--- src/verilog/clock_divider_reset_sync_defines.svh ---
`ifndef CLOCK_DIVIDER_RESET_SYNC_DEFINES_SVH
`define CLOCK_DIVIDER_RESET_SYNC_DEFINES_SVH

// System clock rate of the sampling clock
`define SAMPLE_CLK_MHZ 50
`define SAMPLE_CLK_PERIOD_NS 20

// Minimum reset input length, in system clock output cycles (far side duty)
`define RESET_MIN_SYS_CYCLES 4

// Reset output pipeline depth, in system clock output periods
`define RESET_RELEASE_PERIODS 2

// Flops ahead of the reset output flop; together they span the release periods
`define RESET_PIPE_STAGES 1

// First fetch delay: 6 1/2 processor clocks, counted in half periods
`define FETCH_DELAY_HALF_CYCLES 13
`define FETCH_CNT_WIDTH 4
`define FETCH_CNT_RESET 4'h0

// First instruction address after reset
`define FETCH_ADDR_WIDTH 20
`define FETCH_ADDR_VALUE 20'hFFFF0

// Reset values of pin levels
`define OSC_LEVEL_RESET 1'b0
`define RESET_PIN_LEVEL_RESET 1'b0
`define SYS_CLK_RESET 1'b1
`define RESET_OUT_RESET 1'b1

`endif

--- src/verilog/clock_divider_reset_sync_pkg.sv ---
package clock_divider_reset_sync_pkg;

	typedef enum logic [1:0] {
		CLR_IDLE = 2'h0,
		CLR_WAIT = 2'h1,
		CLR_ACTIVE = 2'h2
	} clear_state_t;

endpackage : clock_divider_reset_sync_pkg

--- src/verilog/pin_filter_sync.sv ---
`timescale 1ns/100ps

// Three-stage synchroniser; the level moves only when stages two and three agree
module pin_filter_sync #(
	parameter logic RESET_LEVEL = 1'b0
) (
	input wire logic i_clock,
	input wire logic i_resetn,
	input wire logic i_pin,
	output logic o_level
);

	logic s1_reg;
	logic s2_reg;
	logic s3_reg;
	logic level_reg;
	logic level_next;

	always_comb begin
		level_next = level_reg;
		if (s2_reg == s3_reg) begin
			level_next = s3_reg;
		end
	end

	always_ff @(posedge i_clock or negedge i_resetn) begin
		if (!i_resetn) begin
			s1_reg <= RESET_LEVEL;
			s2_reg <= RESET_LEVEL;
			s3_reg <= RESET_LEVEL;
			level_reg <= RESET_LEVEL;
		end else begin
			s1_reg <= i_pin;
			s2_reg <= s1_reg;
			s3_reg <= s2_reg;
			level_reg <= level_next;
		end
	end

	assign o_level = level_reg;

endmodule : pin_filter_sync

--- src/verilog/clock_divider_reset_sync.sv ---
// Operation
// - Divide oscillator input by two into a 50 percent duty system clock.
// - Edge based division, so any input duty cycle works within minimum times.
// - Outside the clear pulse, system clock toggles only on falling oscillator edges.
// - System clock keeps running during reset and bus hold.
// - Reset outputs derive from external reset, synchronised to the system clock.
// - Reset assertion clears the divider with a one oscillator clock pulse.
// - Clear pulse spans from first rising oscillator edge to the next one.
// - Clock high during clear, low at next falling edge, then toggles.
// - Reset output changes on system clock falls, lasting whole clocks.
// - Reset output deasserts two system clock periods after input release.
// - First fetch at address FFFF0 starts 6 1/2 clocks after release.
`timescale 1ns/100ps
`include "clock_divider_reset_sync_defines.svh"

module clock_divider_reset_sync
	import clock_divider_reset_sync_pkg::*;
(
	input wire logic i_clock,
	input wire logic i_resetn,
	input wire logic i_osc_in,
	input wire logic i_ext_reset_in_n,
	output logic o_osc_out,
	output logic o_sys_clk_out,
	output logic o_reset_out,
	output logic o_internal_reset,
	output logic o_fetch_start,
	output logic [`FETCH_ADDR_WIDTH-1:0] o_fetch_addr
);

	logic osc_lvl;
	logic res_n_lvl;
	logic osc_prev_reg;
	logic res_n_prev_reg;
	logic osc_rise;
	logic osc_fall;
	logic res_fall;
	logic res_rise;

	// Both pins come from outside this clock domain
	pin_filter_sync #(
		.RESET_LEVEL(`OSC_LEVEL_RESET)
	) u_osc_sync (
		.i_clock(i_clock),
		.i_resetn(i_resetn),
		.i_pin(i_osc_in),
		.o_level(osc_lvl)
	);

	pin_filter_sync #(
		.RESET_LEVEL(`RESET_PIN_LEVEL_RESET)
	) u_res_sync (
		.i_clock(i_clock),
		.i_resetn(i_resetn),
		.i_pin(i_ext_reset_in_n),
		.o_level(res_n_lvl)
	);

	// Edge events on the filtered levels
	always_comb begin
		osc_rise = osc_lvl & ~osc_prev_reg;
		osc_fall = ~osc_lvl & osc_prev_reg;
		res_fall = ~res_n_lvl & res_n_prev_reg;
		res_rise = res_n_lvl & ~res_n_prev_reg;
	end

	always_ff @(posedge i_clock or negedge i_resetn) begin
		if (!i_resetn) begin
			osc_prev_reg <= `OSC_LEVEL_RESET;
			res_n_prev_reg <= `RESET_PIN_LEVEL_RESET;
		end else begin
			osc_prev_reg <= osc_lvl;
			res_n_prev_reg <= res_n_lvl;
		end
	end

	// Clear pulse and divide-by-two
	clear_state_t clr_state_reg;
	clear_state_t clr_state_next;
	logic sys_clk_reg;
	logic sys_clk_next;
	logic osc_out_reg;
	logic osc_out_next;

	always_comb begin
		clr_state_next = clr_state_reg;
		unique case (clr_state_reg)
			CLR_IDLE: begin
				if (res_fall) begin
					clr_state_next = CLR_WAIT;
				end
			end
			CLR_WAIT: begin
				if (osc_rise && !res_fall) begin
					clr_state_next = CLR_ACTIVE;
				end
			end
			CLR_ACTIVE: begin
				if (res_fall) begin
					clr_state_next = CLR_WAIT;
				end else if (osc_rise) begin
					clr_state_next = CLR_IDLE;
				end
			end
			default: begin
				clr_state_next = CLR_IDLE;
			end
		endcase
	end

	always_comb begin
		sys_clk_next = sys_clk_reg;
		if (clr_state_next == CLR_ACTIVE) begin
			sys_clk_next = 1'b1;
		end else if (osc_fall) begin
			// Edge driven, independent of input duty cycle and of reset or hold
			sys_clk_next = ~sys_clk_reg;
		end
		// Crystal drive is the inverted oscillator level
		osc_out_next = ~osc_lvl;
	end

	always_ff @(posedge i_clock or negedge i_resetn) begin
		if (!i_resetn) begin
			clr_state_reg <= CLR_IDLE;
			sys_clk_reg <= `SYS_CLK_RESET;
			osc_out_reg <= ~`OSC_LEVEL_RESET;
		end else begin
			clr_state_reg <= clr_state_next;
			sys_clk_reg <= sys_clk_next;
			osc_out_reg <= osc_out_next;
		end
	end

	// Reset output synchronised to falling system clock edges
	logic sclk_fall;
	logic sclk_edge;
	logic [`RESET_PIPE_STAGES-1:0] rst_pipe_reg;
	logic [`RESET_PIPE_STAGES-1:0] rst_pipe_next;
	logic int_rst_reg;
	logic int_rst_next;

	always_comb begin
		sclk_fall = sys_clk_reg & ~sys_clk_next;
		sclk_edge = sys_clk_reg ^ sys_clk_next;
		rst_pipe_next = rst_pipe_reg;
		int_rst_next = int_rst_reg;
		if (sclk_fall) begin
			// Two stage pipe: whole clocks, release two periods after input
			rst_pipe_next = `RESET_PIPE_STAGES'({rst_pipe_reg, ~res_n_lvl});
			int_rst_next = rst_pipe_reg[`RESET_PIPE_STAGES-1];
		end
	end

	always_ff @(posedge i_clock or negedge i_resetn) begin
		if (!i_resetn) begin
			rst_pipe_reg <= {`RESET_PIPE_STAGES{`RESET_OUT_RESET}};
			int_rst_reg <= `RESET_OUT_RESET;
		end else begin
			rst_pipe_reg <= rst_pipe_next;
			int_rst_reg <= int_rst_next;
		end
	end

	// First fetch timing after reset input release
	logic fetch_armed_reg;
	logic fetch_armed_next;
	logic [`FETCH_CNT_WIDTH-1:0] fetch_cnt_reg;
	logic [`FETCH_CNT_WIDTH-1:0] fetch_cnt_next;
	logic fetch_reg;
	logic fetch_next;

	always_comb begin
		fetch_armed_next = fetch_armed_reg;
		fetch_cnt_next = fetch_cnt_reg;
		fetch_next = 1'b0;
		if (!res_n_lvl) begin
			fetch_armed_next = 1'b0;
			fetch_cnt_next = `FETCH_CNT_RESET;
		end else if (res_rise) begin
			fetch_armed_next = 1'b1;
			fetch_cnt_next = `FETCH_CNT_RESET;
		end else if (fetch_armed_reg && sclk_edge) begin
			if (fetch_cnt_reg == `FETCH_CNT_WIDTH'(`FETCH_DELAY_HALF_CYCLES - 1)) begin
				fetch_next = 1'b1;
				fetch_armed_next = 1'b0;
				fetch_cnt_next = `FETCH_CNT_RESET;
			end else begin
				fetch_cnt_next = fetch_cnt_reg + `FETCH_CNT_WIDTH'(1);
			end
		end
	end

	always_ff @(posedge i_clock or negedge i_resetn) begin
		if (!i_resetn) begin
			fetch_armed_reg <= 1'b0;
			fetch_cnt_reg <= `FETCH_CNT_RESET;
			fetch_reg <= 1'b0;
		end else begin
			fetch_armed_reg <= fetch_armed_next;
			fetch_cnt_reg <= fetch_cnt_next;
			fetch_reg <= fetch_next;
		end
	end

	// Address is a constant flop so the output is registered from reset
	logic [`FETCH_ADDR_WIDTH-1:0] fetch_addr_reg;

	always_ff @(posedge i_clock or negedge i_resetn) begin
		if (!i_resetn) begin
			fetch_addr_reg <= `FETCH_ADDR_VALUE;
		end else begin
			fetch_addr_reg <= `FETCH_ADDR_VALUE;
		end
	end

	assign o_osc_out = osc_out_reg;
	assign o_sys_clk_out = sys_clk_reg;
	assign o_reset_out = int_rst_reg;
	assign o_internal_reset = int_rst_reg;
	assign o_fetch_start = fetch_reg;
	assign o_fetch_addr = fetch_addr_reg;
endmodule : clock_divider_reset_sync

--- config.mk ---
export PLATFORM = sky130hd
export DESIGN_NAME = clock_divider_reset_sync
export DESIGN_NICKNAME = d
export VERILOG_FILES = /design/src/verilog/clock_divider_reset_sync_pkg.sv /design/src/verilog/pin_filter_sync.sv /design/src/verilog/clock_divider_reset_sync.sv
export VERILOG_INCLUDE_DIRS = /design/src /design/src/verilog
export SDC_FILE = /design/constraint.sdc
export NUM_CORES = 1
export LEC_CHECK = 0
export ABC_AREA = 1
export BUFFER_PORTS_ARGS = -buffer_cell sky130_fd_sc_hd__buf_4
export CAP_MARGIN = 15
export CORE_ASPECT_RATIO = 1.4
export CORE_MARGIN = 1
export CORE_UTILIZATION = 45
export CTS_BUF_LIST = sky130_fd_sc_hd__clkbuf_2 sky130_fd_sc_hd__clkbuf_4 sky130_fd_sc_hd__clkbuf_8
export CTS_CLUSTER_DIAMETER = 150
export DETAILED_ROUTE_END_ITERATION = 10
export HOLD_SLACK_MARGIN = 0.03
export PLACE_DENSITY = 0.79
export SLEW_MARGIN = 0
export SYNTH_ARGS = -nofsm -noshare
export SYNTH_HDL_FRONTEND = slang
export SYNTH_SLANG_ARGS = --single-unit
export TNS_END_PERCENT = 10
--- constraint.sdc ---
create_clock -name i_clock -period 1.15 [get_ports i_clock]
set_input_delay 0.23 -clock i_clock [delete_from_list [all_inputs] [get_ports i_clock]]
set_output_delay 0.23 -clock i_clock [all_outputs]
set_load 0.05 [all_outputs]
## Word-level counts from Yosys, hierarchy flattened

Cells that the tools add are included.

| operators by class | value |
|---|---|
| reduce and logical (&&, ||, !) cells | 5 |
| mux-type cells | 19 |
| add/sub/neg operators | 1 |
| equal/unequal tests | 8 |
| bitwise logic cells | 12 |

Operators with widths:

| operator | count |
|---|---|
| $mux W4 | 4 |
| $mux W1 | 10 |
| $mux W2 | 4 |
| $ne A3 B3 Y1 const B | 2 |
| $not A1 Y1 | 6 |
| $pmux W2 S3 | 1 |
| $and A1 B1 Y1 | 5 |
| $add A4 B1 Y4 const B | 1 |
| $eq A2 B2 Y1 const B | 2 |
| $eq A4 B4 Y1 const B | 1 |
| $eq A1 B1 Y1 | 2 |
| $eq A2 B1 Y1 const B | 1 |
| $logic_and A1 B1 Y1 | 2 |
| $logic_not A2 Y1 | 1 |
| $reduce_and A2 Y1 | 1 |
| $logic_not A1 Y1 | 1 |
| $xor A1 B1 Y1 | 1 |

| storage, ports and cells | value |
|---|---|
| word-level logic and storage cells | 63 |
| bits in registers | 22 |
| bits of input ports | 4 |

## Depth between registers and ports, before layout

Gate-level depths: netlist (run 1).

| depth | value |
|---|---|
| word-level depth | 13 |
| depth in mapped cells | 9 |

## Modules after synthesis

A second synthesis (run 1) with hierarchy kept.

| second synthesis, totals | value |
|---|---|
| cell total of the unflattened synthesis | 115 |
| area, all modules | 1092.3 µm² |

Modules (own cells, without submodules):

| module | times used | sequential area each (µm²) | cells an instance | area each (µm²) |
|---|---|---|---|---|
| clock_divider_reset_sync | 1 | 355.3 | 99 | 859.6 |
| pin_filter_sync | 2 | 100.1 | 8 | 116.4 |

## Worst setup path after synthesis (run 1)

Ideal clock, no wire load.

| timing path | value |
|---|---|
| path kind | reg-to-reg |
| from | register sys_clk_reg, in the netlist o_sys_clk_out |
| to | register fetch_cnt_reg[0] |
| path buffers | 0 |
| data arrival time | 1.143 ns |
| clock period less this slack | 1.209 ns |
| required time | 1.084 ns |
| slack | -0.059 ns |
| cell stages (with the launch flop) | 7 |
| path through | dfstp_2 > inv_1 > nand4_2 > nand2_4 > nand2_4 > nand3_1 > nand2_1 |

| on the way | value |
|---|---|
| word-level cells in the longest chain between the ends | 6 |

RTL lines:

| what | RTL line | RTL |
|---|---|---|
| start: declaration | clock_divider_reset_sync.sv:80 | `logic sys_clk_reg;` |
| start signal: assignment | clock_divider_reset_sync.sv:126 | `` sys_clk_reg <= `SYS_CLK_RESET; `` |
| start signal: assignment | clock_divider_reset_sync.sv:130 | `sys_clk_reg <= sys_clk_next;` |
| $not A1 Y1 | clock_divider_reset_sync.sv:117 | `sys_clk_next = ~sys_clk_reg;` |
| $mux W1 | clock_divider_reset_sync.sv:115 | `end else if (osc_fall) begin` |
| $mux W1 | clock_divider_reset_sync.sv:113 | `if (clr_state_next == CLR_ACTIVE) begin` |
| $xor A1 B1 Y1 (*) | clock_divider_reset_sync.sv:145 | `sclk_edge = sys_clk_reg ^ sys_clk_next;` |
| $logic_and A1 B1 Y1 (*) | clock_divider_reset_sync.sv:183 | `end else if (fetch_armed_reg && sclk_edge) begin` |
| $ne A3 B3 Y1 (no source line) (*) | n/a |  |
| end signal: assignment | clock_divider_reset_sync.sv:197 | `` fetch_cnt_reg <= `FETCH_CNT_RESET; `` |
| end signal: assignment | clock_divider_reset_sync.sv:201 | `fetch_cnt_reg <= fetch_cnt_next;` |
| end: declaration | clock_divider_reset_sync.sv:168 | `` logic [`FETCH_CNT_WIDTH-1:0] fetch_cnt_reg; `` |

Mark *: on every way between the ends. The rest lies on a longest branch, timed or not.
A chain may end at the register's enable or synchronous reset.

## Worst setup path after layout (run 1)

| timing path | value |
|---|---|
| from | register int_rst_reg, in the netlist o_internal_reset |
| to | output port o_reset_out |

RTL lines:

| what | RTL line | RTL |
|---|---|---|
| start: declaration | clock_divider_reset_sync.sv:140 | `logic int_rst_reg;` |
| start signal: assignment | clock_divider_reset_sync.sv:158 | `` int_rst_reg <= `RESET_OUT_RESET; `` |
| start signal: assignment | clock_divider_reset_sync.sv:161 | `int_rst_reg <= int_rst_next;` |
| end: declaration | clock_divider_reset_sync.sv:25 | `output logic o_reset_out,` |

No word-level cell between the ends.

==> summary by stage, run 1 <==
Run status
The flow ran to the end, but the final reports show violations. The final reports fail on setup timing.

Setup path
The launch instance of the worst register-to-register path is o_sys_clk_out$_DFF_PN1_. The critical path startpoint is o_internal_reset$_DFFE_PN1P_. The delay of the slowest cell on the worst path is 570 ps. The number of buffer and inverter instances along the worst setup path is 1. STA classifies the critical path startpoint as a register. The critical path goes through buf_6. On the critical path, the stage with the largest delay is an instance of sky130_fd_sc_hd__dfstp_2. The critical path in this run is classified as register to output pin. The critical path endpoint category is an output pin.

The cell family contributing the most delay on the critical path is flip-flops. The maximum net fanout on the critical path is 3. The data arrival time of the critical path is 1040 ps. The critical path required time is 920 ps.

Power
Of the total power, the share spent switching nets is 0.387. The combinational cell fraction of total power is 0.358. The power share of the clock group is 0.187. The highest ir drop seen on vdd is 0.000749 V. In this run the static leakage power is 0.654 nW. In this run the power density over the cells is 1740 nW/um2. Of the total power, registers draw 0.455. The net switching power figure is 0.855 mW. The total internal power is 1.36 mW. Summing internal, switching and leakage power gives 2.21 mW.

Routing
The count of nets left with antenna violations once routing finished came out at 0. The post-detailed-route wirelength per cell is 10.3 um. The final layout contains routed wiring with a total length of 1560 um.

Using the TritonRoute via totals, the vias-per-cell ratio works out to 4.58. The pre-antenna-repair detailed-routing pass consisted of 6 iterations. The detailed-route via count is 691.

The first routing iteration left 21 violations. The count of unresolved DRC violations after routing is 0.

Synthesis
The number of instances in the synthesized netlist is 113. Of all cell types, the one taking the most synthesized area is sky130_fd_sc_hd__dfrtp_1. The portion of the post-synthesis area used by sequential elements is 0.500. The number of synthesis warnings is 0. The mean instance size in the synthesized netlist is 9.83 um2.

By area the synthesized netlist is led by sky130_fd_sc_hd__dfrtp_1, sky130_fd_sc_hd__buf_4, sky130_fd_sc_hd__dfstp_2, sky130_fd_sc_hd__nand2_1, sky130_fd_sc_hd__nand2_4. Summing every instance area after synthesis gives 1110 um2. Counting flops and latches in the post-synthesis netlist gives 22. Yosys mapped the design onto 22 distinct sky130hd cell types. Of the post-synthesis cell area, the dominant cell type holds 0.405.

Cells and area
For this run, the post-layout net count is 136. Excluding fillers, the count of instances in the completed layout stands at 151. Leaving out fill and tap cells, the most frequent cells in the layout are sky130_fd_sc_hd__conb_1, sky130_fd_sc_hd__dfrtp_1, sky130_fd_sc_hd__nand2_1. The count of antenna diodes in the layout is 0. The total non-filler cell area in the finished layout is 1270 um2.

Measured on the finished design, the core utilization comes to 0.565. Leaving out fill and tap cells, the most frequent cell in the layout is sky130_fd_sc_hd__conb_1. The layout overhead on the synthesized area is 14.5%.

Of the cells placed in the final design, the portion with a size suffix greater than 1 is 0.364. The register with the most flip-flops in the layout has 4 of them.

Global route
The number of global-route vias before repair is 636. The maximum number of pins on one net before global-route repair is 23. The total grt overflow is 0. For this run, the total global-route usage over all layers was measured as 0.133. The number of antenna violations at the first check in global routing is 0.

The first global-routing pass estimated 2560 um of wire.

Min path
The min-delay analysis places its worst path in the category input port to asynchronous set/reset pin.

Clock network
The TritonCTS clock tree is yes. The TritonCTS sink count is 22. Clock latency on the worst-skew pair, taken at its later pin, is 300 ps.

The H-tree depth is 1. CTS placed an instance of sky130_fd_sc_hd__clkbuf_4 at the clock tree root. The longest clock path from root to sink contains 2 buffers. Clock tree synthesis inserted a total of 3 buffers. The post-CTS clock slew at the launch and capture registers of the worst setup and hold paths is 120 ps.

STA
Setup slack on the critical path of the routed design comes to -116 ps. The number of endpoints with negative hold slack in the final report is 0. The aggregate negative setup slack is -498 ps. The post-route clock skew is 6.08 ps. The post-route clock period utilization is 1.10. The time the final worst path needs with I/O delays and setup is 1270 ps. The final-report setup violation count is 9. Setup repair after global routing could not meet its margin everywhere.

For this run, the top clock speed supported by timing is 0.790 GHz. The max-slew violation total from the final report came to 0.

Placement
The number of input and output port buffers inserted is 8. The post-place instance area is 1130 um2. The routability congestion estimate from global placement is 0.788. The cell count after placement is 142. The wire-length estimate of the detail-placed layout is 1090 um.

Floorplan
The floorplan die width is 44.0 um. After floorplanning, the core was divided into 20 placement rows. The vertical die dimension is 60.8 um. In this run the count of I/O pins placed on the die edge is 29.

The die covers 2670 um2. For this configuration, the core starts out at a cell density of 0.493. The area of the core is 2250 um2.

Job
The tool flagged a number of max-cap violations equal to 0.
==> what timing repair did <==
action | 4_1_cts | 5_1_grt
hold endpoints to repair | 20 | 0
resized for setup | 9 | 9
buffers inserted | 1 | 1
hold buffers | 3 | 0
pin swaps | 1 | 3
endpoints found under the setup margin | 11 | 13
cloned | 0 | 0
==> synth_stat cells (all sizes together) <==
master  count
a21boi      1
conb        2
o21ai       3
nand2      23
a22oi       1
ha          2
dfstp       4
inv        14
xnor2       1
nand3      10
maj3        2
nand4       5
buf        21
dfrtp      18
or2         1
nor2        5
==> power by group through the flow <==
stage,Clock [mW],Sequential [mW],Combinational (mW)
2_1_floorplan,0,1.12,0.504
3_3_place_gp,0,1.01,0.675
3_5_place_dp,0,1.02,0.688
4_1_cts,0.425,1.01,0.766
5_1_grt,0.454,1.02,0.863
6_report,0.413,1.01,0.792
==> metal layers <==
metal,GRT usage,wire [um],vias up
li1,-,-,346
met1,0.147,639,326
met2,0.235,850,17
met3,0.0268,51,2
met4,0.0779,20,0
met5,0,0,-
==> logic make-up (layout without fill, tap and decap cells) <==
family,count (synthesis),after routing,share of synthesized area
other cells,2,20,0.00676
fa+ha+maj,4,4,0.0405
buf+inv,35,33,0.189
flops,22,22,0.500
simple gates,44,44,0.229
xor+xnor,1,1,0.00788
compound gates,5,5,0.0270
==> metrics by stage <==
| step | hold slack [ps] | worst slack (ps) |
|---|---|---|
| final | 333 | -116 |
| after global routing | 362 | -145 |
| after CTS | 330 | -120 |
| after detailed placement | 129 | -45.5 |
| after global placement | 123 | 1.83 |
| after floorplan | -65.6 | -15.0 |
==> worst paths after layout <==
check	slack, ps	cells past startpoint	endpoint
min in group i_clock	360	0	u_res_sync.s2_reg$_DFF_PN0_
worst min register to register	360	0	u_res_sync.s2_reg$_DFF_PN0_
worst min-delay path	330	2	fetch_cnt_reg[0]$_DFFE_PN0P_
max in group asynchronous	550	2	o_osc_out$_DFF_PN1_
worst max-delay path	-120	1	o_reset_out
worst max register to register	-30	7	fetch_cnt_reg[3]$_DFFE_PN0P_
==> area by class of cell <==
| type | count | area (um2) |
|---|---|---|
| fillers | 187 | 980 |
| flip-flops and latches | 22 | 557 |
| multi-input cells | 74 | 457 |
| repair buffers | 15 | 143 |
| inverters | 14 | 52.6 |
| clock buffers | 4 | 36.3 |
| well taps | 22 | 27.5 |
(Power assumes the default switching activity.)
==> run 2, diff against run 1 <==
- ABC_AREA: 1 -> 0
==> summary by stage, run 2 <==
Run status
The run finished, with violations left. The checks that failed: setup timing.

Global route
Entering global routing, the biggest net connects 23 pins. The number of antenna violations at the first check in global routing came to 0. The number of global-route vias before repair is 667.

For this run, the total global-route usage over all layers was measured as 0.158. The first global-routing pass estimated 2910 um of wire. After global routing the overflow that remains totals 0.

Clock network
The H-tree depth is 1. The TritonCTS sink count is 22. The number of buffers created by CTS is 3. The CTS root buffer is sky130_fd_sc_hd__clkbuf_4. The longest clock path from root to sink contains 2 buffers. The post-CTS clock slew at the launch and capture registers of the worst setup and hold paths is 120 ps. The insertion delay to the later sink of the worst-skew pair is 310 ps. The TritonCTS clock tree is yes.

Floorplan
In this run the count of I/O pins placed on the die edge is 29. The total area inside the core boundary comes to 2180 um2. The vertical die dimension is 58.7 um.

After floorplanning, the core was divided into 20 placement rows. The floorplan die area is 2490 um2. The floorplan die width is 42.5 um.

The initial utilization of the core area, before any placement, comes to 0.475.

Job
The number of maximum-capacitance constraint violations is 0.

Setup path
By startpoint and endpoint, the worst setup path is classified as register to register. The worst reg-to-reg setup slack is -510 ps. The kind of cell with the highest combined delay along the critical path is compound AO/OA/AOI/OAI gates. The end point of the critical path is fetch_cnt_reg[3]$_DFFE_PN0P_. The worst setup path is launched from a register.

The critical path goes through nand2b_4, mux2_4, o31a_1, o31ai_2, a21oi_1. The critical path contains buffers and inverters numbering 0 combined. The library cell contributing the largest single delay on the critical path is sky130_fd_sc_hd__dfrtp_1. The maximum net fanout on the critical path is 4. The critical path startpoint is osc_prev_reg$_DFF_PN0_. The launch instance of the worst register-to-register path is osc_prev_reg$_DFF_PN0_.

The worst register-to-register path ends at fetch_cnt_reg[3]$_DFFE_PN0P_. For the worst flop-to-flop path, the logic depth is 5. The critical path crosses 5 cells after its start point. The critical path required time is 1340 ps. For this run, the slowest stage of the critical path takes 410 ps. Data arrives at the worst endpoint at 1850 ps.

The critical path endpoint category is a register.

Synthesis
The fraction of post-synthesis cell area in the top cell type by area is 0.436. The cell count after synthesis came out at 92. The number of synthesis warnings is 0.

The number of distinct library cells after synthesis is 29. Of all flip-flops after synthesis, the portion carrying an async set or reset was 1.00. After synthesis, the cell types taking the most area are sky130_fd_sc_hd__dfrtp_1, sky130_fd_sc_hd__buf_4, sky130_fd_sc_hd__dfstp_2, sky130_fd_sc_hd__a21oi_1, sky130_fd_sc_hd__ha_1. Averaged over all synthesized cells, the footprint is 11.2 um2. Sorting the synthesized cells by how often they occur yields sky130_fd_sc_hd__buf_4, sky130_fd_sc_hd__dfrtp_1, sky130_fd_sc_hd__a21oi_1. In this run, synthesis inferred 0 flip-flops with an integrated enable.

The most common cell in the netlist is sky130_fd_sc_hd__buf_4. The dominant synthesized flop cell is sky130_fd_sc_hd__dfrtp_1. The cell area after technology mapping is 1030 um2. The synthesis-stage register bit count is 22.

Summed over all instances, the cell type with the most area after synthesis is sky130_fd_sc_hd__dfrtp_1. The portion of the post-synthesis area used by sequential elements is 0.538.

Cells and area
The fraction of layout instances using a drive strength above 1 is 0.333. The library cell used most frequently in the layout, excluding fill and tap cells, is sky130_fd_sc_hd__conb_1. The total non-filler cell area in the finished layout is 1290 um2. The repair_antennas step left the layout with diodes totalling 0.

From synthesis to final layout, the design area changed by 25.2%. The count of nets after finishing is 127. In the layout the commonest cells are sky130_fd_sc_hd__conb_1, sky130_fd_sc_hd__buf_4, sky130_fd_sc_hd__dfrtp_1. Once layout is complete, the utilization of the core stands at 0.594.

The number of flip-flops in the largest register is 4.

STA
The final worst-path setup slack is -514 ps. The number of endpoints with negative hold slack in the final report is 0. Of the available clock period, the critical path in the final layout requires 1.45. The aggregate negative setup slack is -3540 ps.

Setup violations remaining at the end of the flow were counted as 14. The max-slew violation total from the final report is 0. The routed design could run at a clock period as short as 1660 ps.

Timing would allow up to 0.601 GHz. The post-route clock skew is 9.75 ps. Setup repair after global routing could not meet its margin everywhere.

Power
Total power for the finished layout comes to 2.50 mW. The highest ir drop seen on vdd is 0.00127 V. In this run the static leakage power is 0.612 nW.

The power density over the cells is 1930 nW/um2.

Routing
After detailed routing, the total wire length is 1800 um. The count of nets left with antenna violations once routing finished came out at 0. Dividing the detail-routed via count by the number of cells gives 4.77. After detailed routing, the met2 layer carries 1070 um of wire. Detailed routing placed a total of 40 um of wire on met3. The number of iterations in the first detailed-routing pass is 3.

The met1 layer wirelength in the final routing is 626 um. After detailed routing, the number of remaining DRC violations is 0. After detailed routing, the average wire length per cell comes to 12.7 um.

After the first detailed-routing iteration, the DRC count stood at 7. Detailed routing inserted a total of 677 vias. The highest metal layer carrying signal wires in the routed design is met4.

Placement
Detailed placement ended at an HPWL of 1210 um. The routability congestion estimate from global placement is 0.784. Buffers placed on the I/O ports in this run total 8.

The post-place setup slack is -471 ps. The post-place instance area is 1140 um2.

Min path
The path class of the tightest hold or removal check is input port to asynchronous set/reset pin.
run 2: cell count changes in the layout (fill, tap and decap cells not counted), moves of 4 or more:
| cell | previous run | this run |
|---|---|---|
| sky130_fd_sc_hd__nand2_2 | 4 | 0 |
| sky130_fd_sc_hd__nand2_4 | 5 | 0 |
| sky130_fd_sc_hd__nand2_1 | 14 | 3 |
| sky130_fd_sc_hd__a21oi_1 | 0 | 5 |
| sky130_fd_sc_hd__buf_4 | 8 | 19 |
| sky130_fd_sc_hd__inv_2 | 7 | 0 |
| sky130_fd_sc_hd__nand3_2 | 5 | 0 |
| sky130_fd_sc_hd__nand3_1 | 5 | 1 |
run 2: cell type report:
cell class	count	area, um2
clock inverter	1	30.0
fill	206	883
timing repair buffer	27	236
tap	22	27.5
sequential	22	556
inverter	4	15.0
clock buffer	3	22.5
multi-input combinational	63	407
run 2: metrics by stage:
step | cells | hold slack [ps]
after floorplan | 110 | -65.6
after global placement | 134 | 123
after detailed placement | 134 | 129
after CTS | 142 | 329
after global routing | 142 | 332
final | 142 | 324
run 2: layer usage:
metal,up-vias,global-route usage
met3,4,0.0276
met1,337,0.163
met2,12,0.301
met5,-,0
li1,324,-
met4,0,0.0804
run 2: cells by family after synthesis:
logic type,synth area share
AO/OA/AOI/OAI,0.0993
flip-flops,0.538
buffers and inverters,0.167
multiplexers,0.0448
AND/OR/NAND/NOR,0.100
other,0.00727
adder cells (fa/ha/maj),0.0436
run 2: timing repair:
item / CTS / global route
pin swaps: 4 / 3
gates resized for setup: 12 / 3
endpoints found under the setup margin: 14 / 14
buffers inserted: 1 / 0
endpoints found under the hold margin: 20 / 0
hold buffers: 3 / 0
run 2: worst min-delay path by stage:
stage	from	end	slack (ps)	cells after the start
5_1_grt	i_resetn	fetch_cnt_reg[2]$_DFFE_PN0P_	330	2
4_1_cts	i_resetn	fetch_cnt_reg[2]$_DFFE_PN0P_	330	2
3_3_place_gp	i_resetn	fetch_cnt_reg[2]$_DFFE_PN0P_	120	1
3_5_place_dp	i_resetn	fetch_cnt_reg[2]$_DFFE_PN0P_	130	1
6_report	i_resetn	fetch_armed_reg$_DFFE_PN0P_	320	2
2_1_floorplan	i_resetn	clr_state_reg[0]$_DFF_PN0_	-70	0
run 2: where the power goes:
group / internal, mW / switching [mW] / total (mW)
Combinational: 0.371 / 0.564 / 0.935
Clock: 0.352 / 0.228 / 0.581
Sequential: 0.918 / 0.0697 / 0.988
Total: 1.64 / 0.862 / 2.50
